[src/hv_awg_ctrl_pkg.sv]
package hv_awg_ctrl_pkg;

	// Register bus geometry
	localparam int ADDR_W = 8;                    // Register address width
	localparam int DATA_W = 8;                    // Register data width

	// Register addresses
	localparam logic [7:0] ADDR_DRIVER_MODE  = 8'h00; // driver_and_mode_control
	localparam logic [7:0] ADDR_DAC_POWER    = 8'h01; // dac_power_and_format_control
	localparam logic [7:0] ADDR_PATTERN      = 8'h02; // pattern_generator_control
	localparam logic [7:0] ADDR_SOFT_RESET   = 8'h03; // engine_soft_reset_control

	// Reset values of the four registers
	localparam logic [7:0] RST_DRIVER_MODE   = 8'h10;
	localparam logic [7:0] RST_DAC_POWER     = 8'h08;
	localparam logic [7:0] RST_PATTERN       = 8'h03;
	localparam logic [7:0] RST_SOFT_RESET    = 8'h00;

	// Writable bit masks; reserved positions are never stored
	localparam logic [7:0] MASK_DRIVER_MODE  = 8'h91;
	localparam logic [7:0] MASK_DAC_POWER    = 8'h2a;
	localparam logic [7:0] MASK_PATTERN      = 8'h3f;
	localparam logic [7:0] MASK_SOFT_RESET   = 8'h01;

	// Field positions in driver_and_mode_control
	localparam int BIT_LATCH_CLEAR   = 7;         // driver_latch_clear
	localparam int BIT_POWER_ON      = 4;         // driver_power_on
	localparam int BIT_SOURCE_SELECT = 0;         // waveform_source_select

	// Field positions in dac_power_and_format_control
	localparam int BIT_KEEP_POWERED  = 5;         // keep_converter_powered
	localparam int BIT_CONV_SLEEP    = 3;         // converter_sleep
	localparam int BIT_WORD_FORMAT   = 1;         // converter_word_format

	// Field positions in pattern_generator_control
	localparam int BIT_PATTERN_EN    = 5;         // pattern_mode_enable
	localparam int BIT_EDGE_SELECT   = 4;         // Falling edge when set
	localparam int DEPTH_LSB         = 0;         // Pattern depth field low bit
	localparam int DEPTH_W           = 4;         // Pattern depth field width

	// Field position in engine_soft_reset_control
	localparam int BIT_SOFT_RESET    = 0;

	// Converter word width
	localparam int WORD_W            = 14;

	// Waveform source encoding
	typedef enum logic {
		SRC_ARBITRARY = 1'b0,                     // arbitrary_waveform_mode
		SRC_PATTERN   = 1'b1                      // level_pattern_mode
	} source_t;

	// Decoded control fields shared by the engine
	typedef struct packed {
		logic                 driver_latch_clear;
		logic                 driver_power_on;
		source_t              waveform_source_select;
		logic                 keep_converter_powered;
		logic                 converter_sleep;
		logic                 converter_word_format;
		logic                 pattern_mode_enable;
		logic                 falling_edge_select;
		logic [DEPTH_W-1:0]   pattern_depth;
	} ctrl_fields_t;

endpackage

[src/level_pattern_stepper.sv]
`timescale 1ns/100ps
module level_pattern_stepper
	import hv_awg_ctrl_pkg::*;
#(
	parameter int DEPTH_BITS = DEPTH_W            // Width of the level index
) (
	input  wire logic                  mclk_in,             // System clock
	input  wire logic                  rst_b_in,            // Async reset, active low
	input  wire logic                  restart_in,          // Engine restart pulse
	input  wire logic                  active_in,           // Pattern generation running
	input  wire logic                  falling_in,          // Step on falling edge when set
	input  wire logic [DEPTH_BITS-1:0] depth_in,            // Last index before wrap
	input  wire logic                  sync_pin_in,         // Sync pin, asynchronous
	output logic                       step_out,            // One-cycle step pulse
	output logic      [DEPTH_BITS-1:0] index_out            // Current level index
);

	logic                  sync_meta_reg;                   // First synchroniser stage
	logic                  sync_safe_reg;                   // Second synchroniser stage
	logic                  sync_prev_reg;                   // Delayed copy for edge detect
	logic                  rise_edge;                       // Rising edge seen
	logic                  fall_edge;                       // Falling edge seen
	logic                  edge_hit;                        // Chosen edge seen
	logic                  at_depth;                        // Index at last level
	logic [DEPTH_BITS-1:0] index_reg;                       // Level index
	logic [DEPTH_BITS-1:0] index_next;                      // Next level index

	// Edge decode only from the second stage onward
	assign rise_edge  = sync_safe_reg & ~sync_prev_reg;
	assign fall_edge  = ~sync_safe_reg & sync_prev_reg;
	assign edge_hit   = falling_in ? fall_edge : rise_edge;
	assign step_out   = active_in & edge_hit;
	assign at_depth   = (index_reg >= depth_in);
	assign index_next = at_depth ? '0 : index_reg + 1'b1;
	assign index_out  = index_reg;

	// Two-stage synchroniser and edge history
	always_ff @(posedge mclk_in or negedge rst_b_in) begin
		if (!rst_b_in) begin
			sync_meta_reg <= 1'b0;
			sync_safe_reg <= 1'b0;
			sync_prev_reg <= 1'b0;
		end else begin
			sync_meta_reg <= sync_pin_in;
			sync_safe_reg <= sync_meta_reg;
			sync_prev_reg <= sync_safe_reg;
		end
	end

	// Level index: parked at zero while idle, advanced on each step
	always_ff @(posedge mclk_in or negedge rst_b_in) begin
		if (!rst_b_in) begin
			index_reg <= '0;
		end else if (restart_in || !active_in) begin
			index_reg <= '0;
		end else if (step_out) begin
			index_reg <= index_next;
		end
	end

endmodule

[src/hv_awg_control_registers.sv]
`timescale 1ns/100ps
// Functional notes
// - Latch clear bit set clears shutdown latch
// - Clear bit stays; suppresses shutdown while set
// - Power-on bit zero forces driver off, floating
// - Power-on bit one: pin, protection still act
// - Source select: zero arbitrary, one pattern
// - Pattern runs only with enable and source
// - Keep-powered zero: driver shutdown stops converter
// - Converter sleep one powers converter down
// - Word format: straight binary or two's complement
// - Pattern steps on chosen sync edge
// - Index advances, wraps after depth value
// - Depth resets to three, maximum fifteen
// - Soft reset restores registers, restarts engine
module hv_awg_control_registers
	import hv_awg_ctrl_pkg::*;
(
	input  wire logic                                mclk_in,           // System clock
	input  wire logic                                rst_b_in,          // Async reset, low
	input  wire logic [hv_awg_ctrl_pkg::ADDR_W-1:0]  reg_addr_in,       // Register address
	input  wire logic [hv_awg_ctrl_pkg::DATA_W-1:0]  reg_wdata_in,      // Write data
	input  wire logic                                reg_wr_in,         // Write strobe
	input  wire logic                                reg_rd_in,         // Read strobe
	output logic      [hv_awg_ctrl_pkg::DATA_W-1:0]  reg_rdata_out,     // Read data, next cycle
	input  wire logic                                shutdown_pin_in,   // Shutdown pin, high=stop
	input  wire logic                                fault_trip_in,     // Protection trip, async
	input  wire logic                                sync_pin_in,       // Pattern step pin
	input  wire logic [hv_awg_ctrl_pkg::WORD_W-1:0]  dac_word_in,       // Converter input word
	input  wire logic                                dac_word_valid_in, // Word strobe
	output logic                                     driver_enable_out, // Driver powered
	output logic                                     driver_float_out,  // Output high impedance
	output logic                                     latch_tripped_out, // Shutdown latch state
	output logic                                     converter_off_out, // Converter powered down
	output logic [hv_awg_ctrl_pkg::WORD_W-1:0]       dac_code_out,      // Offset-binary code
	output logic                                     dac_update_out,    // Code updated pulse
	output logic                                     pattern_active_out,// Pattern mode running
	output logic [hv_awg_ctrl_pkg::DEPTH_W-1:0]      level_index_out,   // Pattern level index
	output logic                                     engine_restart_out // Soft reset restart pulse
);
	import hv_awg_ctrl_pkg::*;

	// Stored register images
	logic [DATA_W-1:0] driver_mode_reg;            // driver_and_mode_control
	logic [DATA_W-1:0] dac_power_reg;              // dac_power_and_format_control
	logic [DATA_W-1:0] pattern_reg;                // pattern_generator_control
	logic [DATA_W-1:0] soft_reset_reg;             // engine_soft_reset_control

	// Read path
	logic [DATA_W-1:0] rdata_reg;                  // Registered read data
	logic [DATA_W-1:0] rdata_next;                 // Selected read data

	// Address decode
	logic              hit_driver_mode;            // Address is register 0
	logic              hit_dac_power;              // Address is register 1
	logic              hit_pattern;                // Address is register 2
	logic              hit_soft_reset;             // Address is register 3
	logic              wr_driver_mode;             // Write to register 0
	logic              wr_dac_power;               // Write to register 1
	logic              wr_pattern;                 // Write to register 2
	logic              wr_soft_reset;              // Write to register 3

	// Engine state
	ctrl_fields_t      ctrl;                       // Decoded fields
	logic              restart;                    // Soft reset in progress
	logic              pin_meta_reg;               // Shutdown pin stage 1
	logic              pin_safe_reg;               // Shutdown pin stage 2
	logic              trip_meta_reg;              // Fault stage 1
	logic              trip_safe_reg;              // Fault stage 2
	logic              latch_reg;                  // Shutdown latch
	logic              latch_next;                 // Next shutdown latch
	logic              driver_stopped;             // Driver shut by any cause
	logic              pattern_active;             // Pattern generation running
	logic              pattern_step;               // Sync step from stepper
	logic [WORD_W-1:0] code_reg;                   // Code held for converter
	logic [WORD_W-1:0] code_next;                  // Word in offset binary
	logic              update_reg;                 // Code update pulse
	logic              load_code;                  // Take a new code

	// Address decode is shared by reads and writes
	assign hit_driver_mode = (reg_addr_in == ADDR_DRIVER_MODE);
	assign hit_dac_power   = (reg_addr_in == ADDR_DAC_POWER);
	assign hit_pattern     = (reg_addr_in == ADDR_PATTERN);
	assign hit_soft_reset  = (reg_addr_in == ADDR_SOFT_RESET);

	// Write enables per register
	assign wr_driver_mode  = reg_wr_in & hit_driver_mode;
	assign wr_dac_power    = reg_wr_in & hit_dac_power;
	assign wr_pattern      = reg_wr_in & hit_pattern;
	assign wr_soft_reset   = reg_wr_in & hit_soft_reset;

	// A stored soft reset bit triggers the restart on the following edge
	assign restart = soft_reset_reg[BIT_SOFT_RESET];

	// Field decode from the stored images
	assign ctrl.driver_latch_clear     = driver_mode_reg[BIT_LATCH_CLEAR];
	assign ctrl.driver_power_on        = driver_mode_reg[BIT_POWER_ON];
	assign ctrl.waveform_source_select = source_t'(driver_mode_reg[BIT_SOURCE_SELECT]);
	assign ctrl.keep_converter_powered = dac_power_reg[BIT_KEEP_POWERED];
	assign ctrl.converter_sleep        = dac_power_reg[BIT_CONV_SLEEP];
	assign ctrl.converter_word_format  = dac_power_reg[BIT_WORD_FORMAT];
	assign ctrl.pattern_mode_enable    = pattern_reg[BIT_PATTERN_EN];
	assign ctrl.falling_edge_select    = pattern_reg[BIT_EDGE_SELECT];
	assign ctrl.pattern_depth          = pattern_reg[DEPTH_LSB +: DEPTH_W];

	// Read mux; unmapped addresses and reserved bits read zero
	assign rdata_next = !reg_rd_in      ? '0 :
	                    hit_driver_mode ? driver_mode_reg :
	                    hit_dac_power   ? dac_power_reg   :
	                    hit_pattern     ? pattern_reg     :
	                    hit_soft_reset  ? soft_reset_reg  : '0;
	assign reg_rdata_out = rdata_reg;

	// Register 0: latch clear, power-on and source select
	always_ff @(posedge mclk_in or negedge rst_b_in) begin
		if (!rst_b_in) begin
			driver_mode_reg <= RST_DRIVER_MODE;
		end else if (restart) begin
			driver_mode_reg <= RST_DRIVER_MODE;
		end else if (wr_driver_mode) begin
			driver_mode_reg <= reg_wdata_in & MASK_DRIVER_MODE;
		end
	end

	// Register 1: converter power and word format
	always_ff @(posedge mclk_in or negedge rst_b_in) begin
		if (!rst_b_in) begin
			dac_power_reg <= RST_DAC_POWER;
		end else if (restart) begin
			dac_power_reg <= RST_DAC_POWER;
		end else if (wr_dac_power) begin
			dac_power_reg <= reg_wdata_in & MASK_DAC_POWER;
		end
	end

	// Register 2: pattern enable, edge and depth (reset depth 3)
	always_ff @(posedge mclk_in or negedge rst_b_in) begin
		if (!rst_b_in) begin
			pattern_reg <= RST_PATTERN;
		end else if (restart) begin
			pattern_reg <= RST_PATTERN;
		end else if (wr_pattern) begin
			pattern_reg <= reg_wdata_in & MASK_PATTERN;
		end
	end

	// Register 3: soft reset clears itself along with the others
	always_ff @(posedge mclk_in or negedge rst_b_in) begin
		if (!rst_b_in) begin
			soft_reset_reg <= RST_SOFT_RESET;
		end else if (restart) begin
			soft_reset_reg <= RST_SOFT_RESET;
		end else if (wr_soft_reset) begin
			soft_reset_reg <= reg_wdata_in & MASK_SOFT_RESET;
		end
	end

	// Read data stands only in the cycle after the strobe
	always_ff @(posedge mclk_in or negedge rst_b_in) begin
		if (!rst_b_in) begin
			rdata_reg <= '0;
		end else begin
			rdata_reg <= rdata_next;
		end
	end

	// Shutdown pin and fault trip cross in through two flip-flops
	always_ff @(posedge mclk_in or negedge rst_b_in) begin
		if (!rst_b_in) begin
			pin_meta_reg  <= 1'b0;
			pin_safe_reg  <= 1'b0;
			trip_meta_reg <= 1'b0;
			trip_safe_reg <= 1'b0;
		end else begin
			pin_meta_reg  <= shutdown_pin_in;
			pin_safe_reg  <= pin_meta_reg;
			trip_meta_reg <= fault_trip_in;
			trip_safe_reg <= trip_meta_reg;
		end
	end

	// Latch: a trip sets it unless the clear bit holds it open
	assign latch_next = ctrl.driver_latch_clear ? 1'b0 :
	                    (latch_reg | trip_safe_reg);

	// Shutdown latch, also cleared by the engine restart
	always_ff @(posedge mclk_in or negedge rst_b_in) begin
		if (!rst_b_in) begin
			latch_reg <= 1'b0;
		end else if (restart) begin
			latch_reg <= 1'b0;
		end else begin
			latch_reg <= latch_next;
		end
	end

	// Power-on bit low wins over everything; else pin or latch stop it,
	// except while the clear bit suppresses all shutdown
	assign driver_stopped = !ctrl.driver_power_on ||
	                        (!ctrl.driver_latch_clear &&
	                         (pin_safe_reg || latch_reg));
	assign driver_enable_out = ~driver_stopped;
	assign driver_float_out  = driver_stopped;
	assign latch_tripped_out = latch_reg;

	// Converter powers down when asleep, or with the driver unless kept on
	assign converter_off_out = ctrl.converter_sleep ||
	                           (driver_stopped && !ctrl.keep_converter_powered);

	// Pattern mode needs both the source select and the enable bit
	assign pattern_active = (ctrl.waveform_source_select == SRC_PATTERN) &&
	                        ctrl.pattern_mode_enable;
	assign pattern_active_out = pattern_active;

	// Sync edge detection and level index
	level_pattern_stepper #(
		.DEPTH_BITS (DEPTH_W)
	) u_stepper (
		.mclk_in     (mclk_in),
		.rst_b_in    (rst_b_in),
		.restart_in  (restart),
		.active_in   (pattern_active),
		.falling_in  (ctrl.falling_edge_select),
		.depth_in    (ctrl.pattern_depth),
		.sync_pin_in (sync_pin_in),
		.step_out    (pattern_step),
		.index_out   (level_index_out)
	);

	// Arbitrary mode takes each word strobe; pattern mode each sync step;
	// with pattern source but enable clear, nothing is loaded
	assign load_code = pattern_active ? pattern_step :
	                   (ctrl.waveform_source_select == SRC_ARBITRARY) && dac_word_valid_in;

	// Two's complement is turned into offset binary by flipping the sign
	assign code_next = ctrl.converter_word_format ?
	                   {~dac_word_in[WORD_W-1], dac_word_in[WORD_W-2:0]} :
	                   dac_word_in;

	// Converter code register and its update pulse
	always_ff @(posedge mclk_in or negedge rst_b_in) begin
		if (!rst_b_in) begin
			code_reg   <= '0;
			update_reg <= 1'b0;
		end else begin
			update_reg <= load_code;
			if (load_code) begin
				code_reg <= code_next;
			end
		end
	end

	// Outputs from the code path
	assign dac_code_out       = code_reg;
	assign dac_update_out     = update_reg;
	assign engine_restart_out = restart;

endmodule

[config.mk]
export PLATFORM = sky130hd
export DESIGN_NAME = hv_awg_control_registers
export DESIGN_NICKNAME = d
export VERILOG_FILES = /design/src/hv_awg_ctrl_pkg.sv /design/src/level_pattern_stepper.sv /design/src/hv_awg_control_registers.sv
export SDC_FILE = /design/constraint.sdc
export NUM_CORES = 1
export LEC_CHECK = 0
export BUFFER_PORTS_ARGS = -buffer_cell sky130_fd_sc_hd__buf_2
export CAP_MARGIN = 20
export CORE_MARGIN = 2
export CORE_UTILIZATION = 47
export CTS_BUF_LIST = sky130_fd_sc_hd__clkbuf_4 sky130_fd_sc_hd__clkbuf_8
export DETAILED_ROUTE_END_ITERATION = 10
export PLACE_DENSITY = 0.78
export SLEW_MARGIN = 30
export SYNTH_ARGS = -nofsm -noshare
export SYNTH_HDL_FRONTEND = slang
export SYNTH_SLANG_ARGS = --single-unit
[constraint.sdc]
create_clock -name mclk_in -period 1.82 [get_ports mclk_in]
set_input_delay 0.455 -clock mclk_in [delete_from_list [all_inputs] [get_ports mclk_in]]
set_output_delay 0.455 -clock mclk_in [all_outputs]
set_load 0.05 [all_outputs]
After elaboration in Yosys (flattened, before gate mapping):

Cells that the tools add are included.

* $lt $le $gt $ge: 1
* bitwise logic cells: 13
* reduce and logical (&&, ||, !) cells: 18
* multiplexer cells: 21
* equal/unequal tests: 3
* add/subtract/negate cells: 1

Operators by type and width (count)
* $mux 8: 13
* $eq 8x2->1 const B: 2
* $mux 14: 1
* $mux 4: 3
* $reduce_bool 2->1: 5
* $eq 8x1->1 const B: 1
* $logic_not 8->1: 1
* $and 1x1->1: 7
* $not 1->1: 5
* $add 4x1->4 const B: 1
* $ge 4x4->1: 1
* $logic_and 1x1->1: 4
* $logic_not 1->1: 4
* $logic_or 1x1->1: 4
* $mux 1: 4
* $or 1x1->1: 1

* bits in registers: 67
* word-level logic and storage cells: 74
* input port bits: 38
* output and inout port bits: 33

Logic depth before layout (Yosys ltp):

Gate-level depths: netlist (run 1).

* depth after elaboration: 6
* mapped depth: 6

By module:

A second synthesis (run 1) with hierarchy kept.

* cells, all modules: 176
* area, all modules: 2179.6 µm²

Modules (own cells, without submodules)
* hv_awg_control_registers: times used 1, area an instance 1755.4 µm², sequential area each 1031.0 µm², cells an instance 137
* level_pattern_stepper: times used 1, area an instance 424.2 µm², sequential area each 175.2 µm², cells an instance 39

Least setup slack after synthesis (run 1):

OpenSTA, ideal clock, no wires.

* path kind: register to output
* start point: register latch_reg (netlist: latch_tripped_out)
* end point: output port converter_off_out
* path buffers: 0
* arrival: 3.384 ns
* stages on the path, launching flop included: 5
* path slack: -2.019 ns
* cells stage by stage: dfrtp_1 nor2_1 o21ai_0 inv_1 o21bai_1

* cells in the longest elaborated chain, start to end: 5

Ends and longest elaborated chain
* from (decl): line hv_awg_control_registers.sv:70 `logic latch_reg;`
* from (signal assigned): line hv_awg_control_registers.sv:193 `latch_reg <= latch_next;`
* $logic_or 1x1->1: line hv_awg_control_registers.sv:201 `(pin_safe_reg || latch_reg));`
* $logic_and 1x1->1: line hv_awg_control_registers.sv:200 `(!ctrl.driver_latch_clear &&`
* $logic_or 1x1->1: line hv_awg_control_registers.sv:199 `assign driver_stopped = !ctrl.driver_power_on ||`
* net driver_float_out: line hv_awg_control_registers.sv:32 `output logic driver_float_out,`
* $logic_and 1x1->1: line hv_awg_control_registers.sv:208 `(driver_stopped && !ctrl.keep_converter_powered);`
* $logic_or 1x1->1: line hv_awg_control_registers.sv:207 `assign converter_off_out = ctrl.converter_sleep ||`
* to (decl): line hv_awg_control_registers.sv:34 `output logic converter_off_out,`

The timed path passes the listed nets, and every way through them passes these cells.

Final worst setup path (run 1):

* start point: register latch_reg (netlist: latch_tripped_out)
* end point: output port converter_off_out

* cells in the longest elaborated chain, start to end: 5

Ends and longest elaborated chain (line)
* $logic_or 1x1->1: hv_awg_control_registers.sv:201
* $logic_and 1x1->1: hv_awg_control_registers.sv:200
* $logic_or 1x1->1: hv_awg_control_registers.sv:199
* $logic_and 1x1->1: hv_awg_control_registers.sv:208
* $logic_or 1x1->1: hv_awg_control_registers.sv:207

No other way between the ends.

==> qor.txt, run 1 <==
SETUP PATH
-------------------------------------------------------------------------------------
CP max stage cell                                                        sky130_fd_sc_hd__dfrtp_2
Delay of the slowest critical-path stage                                      0.40 ns
Required time of the critical path                                            1.36 ns
Kind of capture point of the worst setup path                             output port
Kind of launch point of the worst setup path                                 register
Worst-path fanout max                                                               3
Critical path data arrival time                                               1.31 ns
CP Cell Sequence                                                         nor2_4 -> o21ai_4 -> clkinvlp_4 -> o21bai_4 -> buf_8
Worst Setup Path Type                                                    register to output port

TIMING
-------------------------------------------------------------------------------------
Slack of the critical path                                                  0.0568 ns
Peak clock frequency supported by timing                                      567 MHz
Post-route worst hold slack                                                 0.0854 ns
Final worst-path cycle share                                                    96.9%
Slew Viols, Final                                                                   0
Setup repair after global routing missed its margin                              true
Worst Clk Skew                                                             0.00303 ns
Final Critical Period                                                         1.76 ns
Final hold viol count                                                               0
Count of final setup violators                                                      0

GLOBAL ROUTE
-------------------------------------------------------------------------------------
Global-route wire length before repair                                        6950 um
Maximum number of pins on one net before global-route repair                       21
Global routing usage summed across all routing layers                           17.7%
Remaining Overflow, GRT                                                             0
Number of global-route vias before repair                                       1,519
Antenna violations before repair                                                    0

PLACE
-------------------------------------------------------------------------------------
HPWL after detailed placement                                                 3030 um
Placed cell count                                                                 291
Number of I/O port buffers                                                         69
Final RePlAce weighted congestion                                               0.798
Placement Setup Slack                                                       0.0286 ns

CTS
-------------------------------------------------------------------------------------
H-tree depth                                                                        2
Number of buffers on the longest clock path                                         2
TritonCTS clock tree                                                             done
Post-CTS Hold Buffers                                                               0
Clk_lat worst skew                                                            0.30 ns
Number of buffers inserted during clock tree synthesis                              5
Sink count of the clock tree                                                       48
CTS clock-pin slew for the worst setup and hold paths                         0.08 ns
Root cell of the clock tree                                              sky130_fd_sc_hd__clkbuf_8

FINAL LAYOUT
-------------------------------------------------------------------------------------
Most common cell after layout, fill and taps aside                       sky130_fd_sc_hd__buf_2
Number of flip-flops under the largest register name                               14
Most used cells in the layout excluding fill and tap cells               sky130_fd_sc_hd__buf_2, sky130_fd_sc_hd__dfrtp_1, sky130_fd_sc_hd__nor2_1, sky130_fd_sc_hd__mux2i_1
Antenna cell count                                                                  0
Share of post-route cells with drive strength above 1                           47.2%
Sequential Area                                                             1210 um^2
Fill cell total of the finished layout                                            366
Fin nets                                                                          292
Number of standard cells in the layout, taps in and fillers out                   302
Syn-to-layout area delta                                                        29.2%
Final core area utilization                                                     63.0%
Area of the multi-input gates                                                885 um^2

DIE
-------------------------------------------------------------------------------------
Area of the core                                                            4320 um^2
Io pins                                                                            71
Row cnt                                                                            24
Die area                                                                    5040 um^2
Width of the die                                                              71.0 um
Die height                                                                    71.0 um
Starting Density                                                                48.8%

DETAILED ROUTING
-------------------------------------------------------------------------------------
Number of vias per cell after detailed routing                                   5.11
Via count                                                                       1,542
Post-Route WL                                                                 4050 um
Count of routing violations after the opening detailed-route iteration             68
Antenna Nets Post-Route                                                             0
Pre-Repair DR Iteration Count                                                       4
DR DRC count                                                                        0
Detail-routed net length per standard cell                                    13.4 um

SYNTH
-------------------------------------------------------------------------------------
Mean cell area of the mapped netlist                                        12.4 um^2
Count of cell types in the netlist                                                 40
Syn Inst Count                                                                    170
Number of synthesized register bits                                                48
Most frequently used flop master after synthesis                         sky130_fd_sc_hd__dfrtp_1
Dominant cells by area after synthesis                                   sky130_fd_sc_hd__dfrtp_1, sky130_fd_sc_hd__mux2_4, sky130_fd_sc_hd__dfstp_2
Sequential area share after synthesis                                           57.2%
Synth Net Count                                                                   213
Share of synthesized registers carrying an async set or reset                    100%
Number of enable-type register cells in the synthesized netlist                     0
Portion of synthesized cell area occupied by the leading cell type              52.2%
Synthesis Warnings                                                                  0
Post-synthesis instance area                                                2110 um^2
Biggest area consumer among synthesized cells                            sky130_fd_sc_hd__dfrtp_1

PWR
-------------------------------------------------------------------------------------
P_leak                                                                        1.40 nW
Areal power density over the cells                                        819 nW/um^2
Worst ir drop on vdd                                                           730 uV

JOB
-------------------------------------------------------------------------------------
Number of max-cap violations                                                        0

OUTCOME
-------------------------------------------------------------------------------------
Result of the run                                                        finished, final reports clean

MIN PATH
-------------------------------------------------------------------------------------
Hold WC Path Type                                                        input port to asynchronous set/reset pin

metal layers:
layer	vias up	share of wire [%]	track usage, %
met5	-	0	0
met4	0	1.7	5.66
met3	6	8.0	6.55
met1	730	44	23.3
li1	748	-	-
met2	58	46	27.4
Yosys cell counts (2+ instances only):
library cell                n
sky130_fd_sc_hd__mux2_2     5
sky130_fd_sc_hd__mux2_4     9
sky130_fd_sc_hd__o211ai_1   2
sky130_fd_sc_hd__ha_1       5
sky130_fd_sc_hd__nor2b_1    3
sky130_fd_sc_hd__a21oi_1    9
sky130_fd_sc_hd__o22ai_1    2
sky130_fd_sc_hd__inv_1      6
sky130_fd_sc_hd__nand4_1    2
sky130_fd_sc_hd__a22oi_1    3
sky130_fd_sc_hd__nand3_1    3
sky130_fd_sc_hd__nor2_1    23
sky130_fd_sc_hd__dfrtp_1   44
sky130_fd_sc_hd__clkbuf_1   2
sky130_fd_sc_hd__dfstp_2    4
sky130_fd_sc_hd__buf_2      2
sky130_fd_sc_hd__nor3_1     7
sky130_fd_sc_hd__nand2b_1   3
sky130_fd_sc_hd__mux2i_1   10
sky130_fd_sc_hd__and2_2     2
sky130_fd_sc_hd__nand2_1    5
what timing repair did:
action	in CTS	in global routing
pin swaps	0	4
setup endpoints to repair	1	9
buffers inserted	0	3
endpoints found under the hold margin	0	0
resized for setup	3	1
worst max-delay path: cells and delay by family (launching register included):
kind | cells | cell delay [ns]
buffers and inverters | 2 | 0.28
AO/OA/AOI/OAI | 2 | 0.28
flip-flops | 1 | 0.40
AND/OR/NAND/NOR | 1 | 0.04
worst paths after layout:
path                                             startpoint                            endpoint  slack [ns]  cells after the start
worst max-delay path            latch_tripped_out$_DFF_PN0_                   converter_off_out        0.06                      5
worst min-delay path                               rst_b_in          reg_rdata_out[7]$_DFF_PN0_        0.09                      1
worst max register to register   pattern_reg[1]$_DFFE_PN1P_  u_stepper.index_out[3]$_DFFE_PN0P_        0.10                      5
worst min register to register      trip_meta_reg$_DFF_PN0_             trip_safe_reg$_DFF_PN0_        0.36                      0
max in group asynchronous                          rst_b_in        dac_code_out[11]$_DFFE_PN0P_        1.21                      2
min in group mclk_in                          fault_trip_in             trip_meta_reg$_DFF_PN0_        0.26                      1
metrics by stage:
stage	instance area [um^2]	TNS, ns	total power, W
floorplan	2160	-0.398	0.00145
global placement	2580	0	0.00157
detailed placement	2580	0	0.00158
CTS	2690	0	0.00225
global route	2720	-0.0110	0.00234
finish	2720	0	0.00223
report_power, final:
part	internal, W	switching [W]	total (W)
clock network	0.000324	0.000341	0.000665
registers	0.00113	0.0000356	0.00116
logic	0.000143	0.000261	0.000404
total	0.00159	0.000638	0.00223
final cells by class:
class                           count  share of cell area (%)
Clock buffer                        7                    3.31
Timing Repair Buffer               77                    16.2
Inverter                            6                   0.965
Clock inverter                      1                   0.276
Tap cell                           52                    2.39
Sequential cell                    48                    44.4
Multi-Input combinational cell    111                    32.5
cell families (layout without fill, tap and decap cells):
family / count (synthesis) / after routing / share of synthesized area [%]
xor+xnor: 1 / 1 / 0.416
flops: 48 / 48 / 57.2
compound gates: 23 / 23 / 7.60
mux: 24 / 24 / 13.8
simple gates: 57 / 57 / 15.0
other cells: 1 / 1 / 0.178
buf+inv: 11 / 91 / 2.85
fa+ha+maj: 5 / 5 / 2.97
No activity file was read; power rests on OpenSTA's default activity.
==> inputs of run 2 (changes only) <==
BUFFER_PORTS_ARGS = not set   (was -buffer_cell sky130_fd_sc_hd__buf_2)
CORE_UTILIZATION = 59   (was 47)
DONT_BUFFER_PORTS = 1   (was not set)
clock period = 1.45 ns   (was 1.82 ns; I/O delays follow)
==> qor.txt, run 2 (same netlist as run 1, synthesis figures left out) <==
OUTCOME
-------------------------------------------------------------------------------------
Result of the run                                                        finished, violations left
Violations in the final reports                                          negative setup slack

FINAL LAYOUT
-------------------------------------------------------------------------------------
Fin nets                                                                          253   -13%
Syn-to-layout area delta                                                        26.6%
Most used cells in the layout excluding fill and tap cells               sky130_fd_sc_hd__dfrtp_1, sky130_fd_sc_hd__buf_4, sky130_fd_sc_hd__nor2_1, sky130_fd_sc_hd__mux2i_1
Antenna cell count                                                                  0   unchanged
Share of post-route cells with drive strength above 1                           39.3%   -7.9 points
Number of flip-flops under the largest register name                               14   unchanged
Most common cell after layout, fill and taps aside                       sky130_fd_sc_hd__dfrtp_1

SETUP PATH
-------------------------------------------------------------------------------------
Reg2Reg Launch Point                                                     pattern_reg[0]$_DFFE_PN1P_
Delay of the slowest critical-path stage                                      0.60 ns   +0.20 ns
Reg2Reg Capture Point                                                    u_stepper.index_out[2]$_DFFE_PN0P_
Buffering stage count on the worst path with inverters included                     3   +1
Kind of launch point of the worst setup path                                 register
Worst-path fanout max                                                               3   unchanged
CP Cell Sequence                                                         o21ai_4 -> buf_4 -> buf_6 -> buf_8
CP max stage cell                                                        sky130_fd_sc_hd__dfstp_2
Required time of the critical path                                            1.09 ns   -0.27 ns
Register-to-Register Path Depth                                                     6   +1
Largest delay share family, worst path                                     flip-flops
Worst reg-to-reg setup slack                                                 -0.28 ns   -0.38 ns
Kind of capture point of the worst setup path                             output port
Worst Setup Path Type                                                    register to output port
Critical path data arrival time                                               1.43 ns   +0.12 ns

GLOBAL ROUTE
-------------------------------------------------------------------------------------
Antenna violations before repair                                                    0   unchanged
Global-route wire length before repair                                        7530 um   +8.3%
Global routing usage summed across all routing layers                           24.4%   +6.7 points
Number of global-route vias before repair                                       1,538   +1.3%
Maximum number of pins on one net before global-route repair                       49   +130%
Remaining Overflow, GRT                                                             0   unchanged

CTS
-------------------------------------------------------------------------------------
Clk_lat worst skew                                                            0.37 ns   +0.07 ns
TritonCTS clock tree                                                             done
Number of buffers on the longest clock path                                         2   unchanged
Number of buffers inserted during clock tree synthesis                              5   unchanged
H-tree depth                                                                        2   unchanged
Sink count of the clock tree                                                       48   unchanged
CTS clock-pin slew for the worst setup and hold paths                         0.13 ns   +0.05 ns
Root cell of the clock tree                                              sky130_fd_sc_hd__clkbuf_4

DETAILED ROUTING
-------------------------------------------------------------------------------------
Via count                                                                       1,501   -2.7%
DR DRC count                                                                        0   unchanged
Antenna Nets Post-Route                                                             0   unchanged
Post-Route WL                                                                 4640 um   +15%
Count of routing violations after the opening detailed-route iteration             63   -7.4%
Pre-Repair DR Iteration Count                                                       4   unchanged
Detail-routed net length per standard cell                                    18.1 um   +35%
Number of vias per cell after detailed routing                                   5.84   +14%

TIMING
-------------------------------------------------------------------------------------
Final Critical Period                                                         1.79 ns
Setup repair after global routing missed its margin                              true
Slew Viols, Final                                                                   0   unchanged
Setup TNS after final layout                                                 -3.02 ns   -3.02 ns
Final worst-path cycle share                                                     124%
Peak clock frequency supported by timing                                      557 MHz
Slack of the critical path                                                  -0.345 ns   -0.402 ns
Count of final setup violators                                                     22   +22
Worst Clk Skew                                                              0.0137 ns   +0.0107 ns
Final hold viol count                                                               0   unchanged

DIE
-------------------------------------------------------------------------------------
Die height                                                                    63.8 um   -10%
Die area                                                                    4070 um^2   -19%
Area of the core                                                            3390 um^2   -22%
Row cnt                                                                            21   -13%
Starting Density                                                                62.2%   +13 points
Width of the die                                                              63.8 um   -10%
Io pins                                                                            71   unchanged

MIN PATH
-------------------------------------------------------------------------------------
Hold WC Path Type                                                        input port to register
Startpoint of the lowest-slack hold path                                 reg_addr_in[0]
Hold-critical path endpoint                                              reg_rdata_out[7]$_DFF_PN0_
Number of cells on the worst hold path                                              1

PLACE
-------------------------------------------------------------------------------------
HPWL after detailed placement                                                 3080 um   +1.4%
Final RePlAce weighted congestion                                               0.793   -0.61%
Number of I/O port buffers                                                          0   -100%

PWR
-------------------------------------------------------------------------------------
PnR Total Power                                                             0.00272 W   +22%
Worst ir drop on vdd                                                           878 uV   +20%
Areal power density over the cells                                       1020 nW/um^2   +24%
P_leak                                                                        1.26 nW   -10%

JOB
-------------------------------------------------------------------------------------
Number of max-cap violations                                                        0   unchanged

## run 2: per-stage QoR
step	utilization, %	cell area, um^2	instances	hold WS (ns)	setup slack, ns
final	78.7	2670	257	0.0523	-0.345
after global routing	78.7	2670	257	0.0253	-0.432
after CTS	77.7	2630	256	0.0311	-0.345
after detailed placement	70.8	2400	236	0.0680	-0.255
after global placement	70.8	2400	236	0.0679	-0.191
after floorplan	-	2180	170	0.0669	-0.675
## run 2: cell type report
class,count,area (um^2)
clock buffer,5,37.5
clock inverter,3,42.5
fill,199,721
inverter,6,26.3
multi-input combinational,111,925
sequential,48,1210
tap,46,57.6
timing repair buffer,38,367
## run 2: routing by layer
layer	wire [um]	vias to the layer above	share of wire, %	track usage [%]
met3	284	14	6.1	5.99
li1	-	671	-	-
met4	87	0	1.9	9.78
met2	2490	69	54	41.6
met1	1780	747	38	29.9
met5	0	-	0	0
## run 2: worst max-delay path by stage
stage                                                 start  slack (ns)                     endpoint  depth (start not counted)
after detailed placement  u_stepper.sync_safe_reg$_DFF_PN0_       -0.25  dac_code_out[2]$_DFFE_PN0P_                          4
after global placement    u_stepper.sync_safe_reg$_DFF_PN0_       -0.19  dac_code_out[1]$_DFFE_PN0P_                          4
final                        driver_mode_reg[4]$_DFFE_PN1P_       -0.34             driver_float_out                          4
after CTS                    driver_mode_reg[7]$_DFFE_PN0P_       -0.34            converter_off_out                          4
after floorplan                 latch_tripped_out$_DFF_PN0_       -0.68            converter_off_out                          4
after global routing         driver_mode_reg[7]$_DFFE_PN0P_       -0.43            converter_off_out                          4
## run 2: where the power goes
| group | internal [W] | total [W] | switching (W) |
|---|---|---|---|
| sequential | 0.00141 | 0.00162 | 0.000209 |
| clock | 0.000359 | 0.000777 | 0.000418 |
| combinational | 0.000171 | 0.000318 | 0.000148 |
## run 2: what timing repair did
action / CTS / global route
setup buffers: 7 / 1
cloned: 0 / 0
endpoints found under the setup margin: 23 / 23
pin swaps: 5 / 4
gates resized for setup: 6 / 5
hold endpoints to repair: 51 / 0
hold buffers: 5 / 0
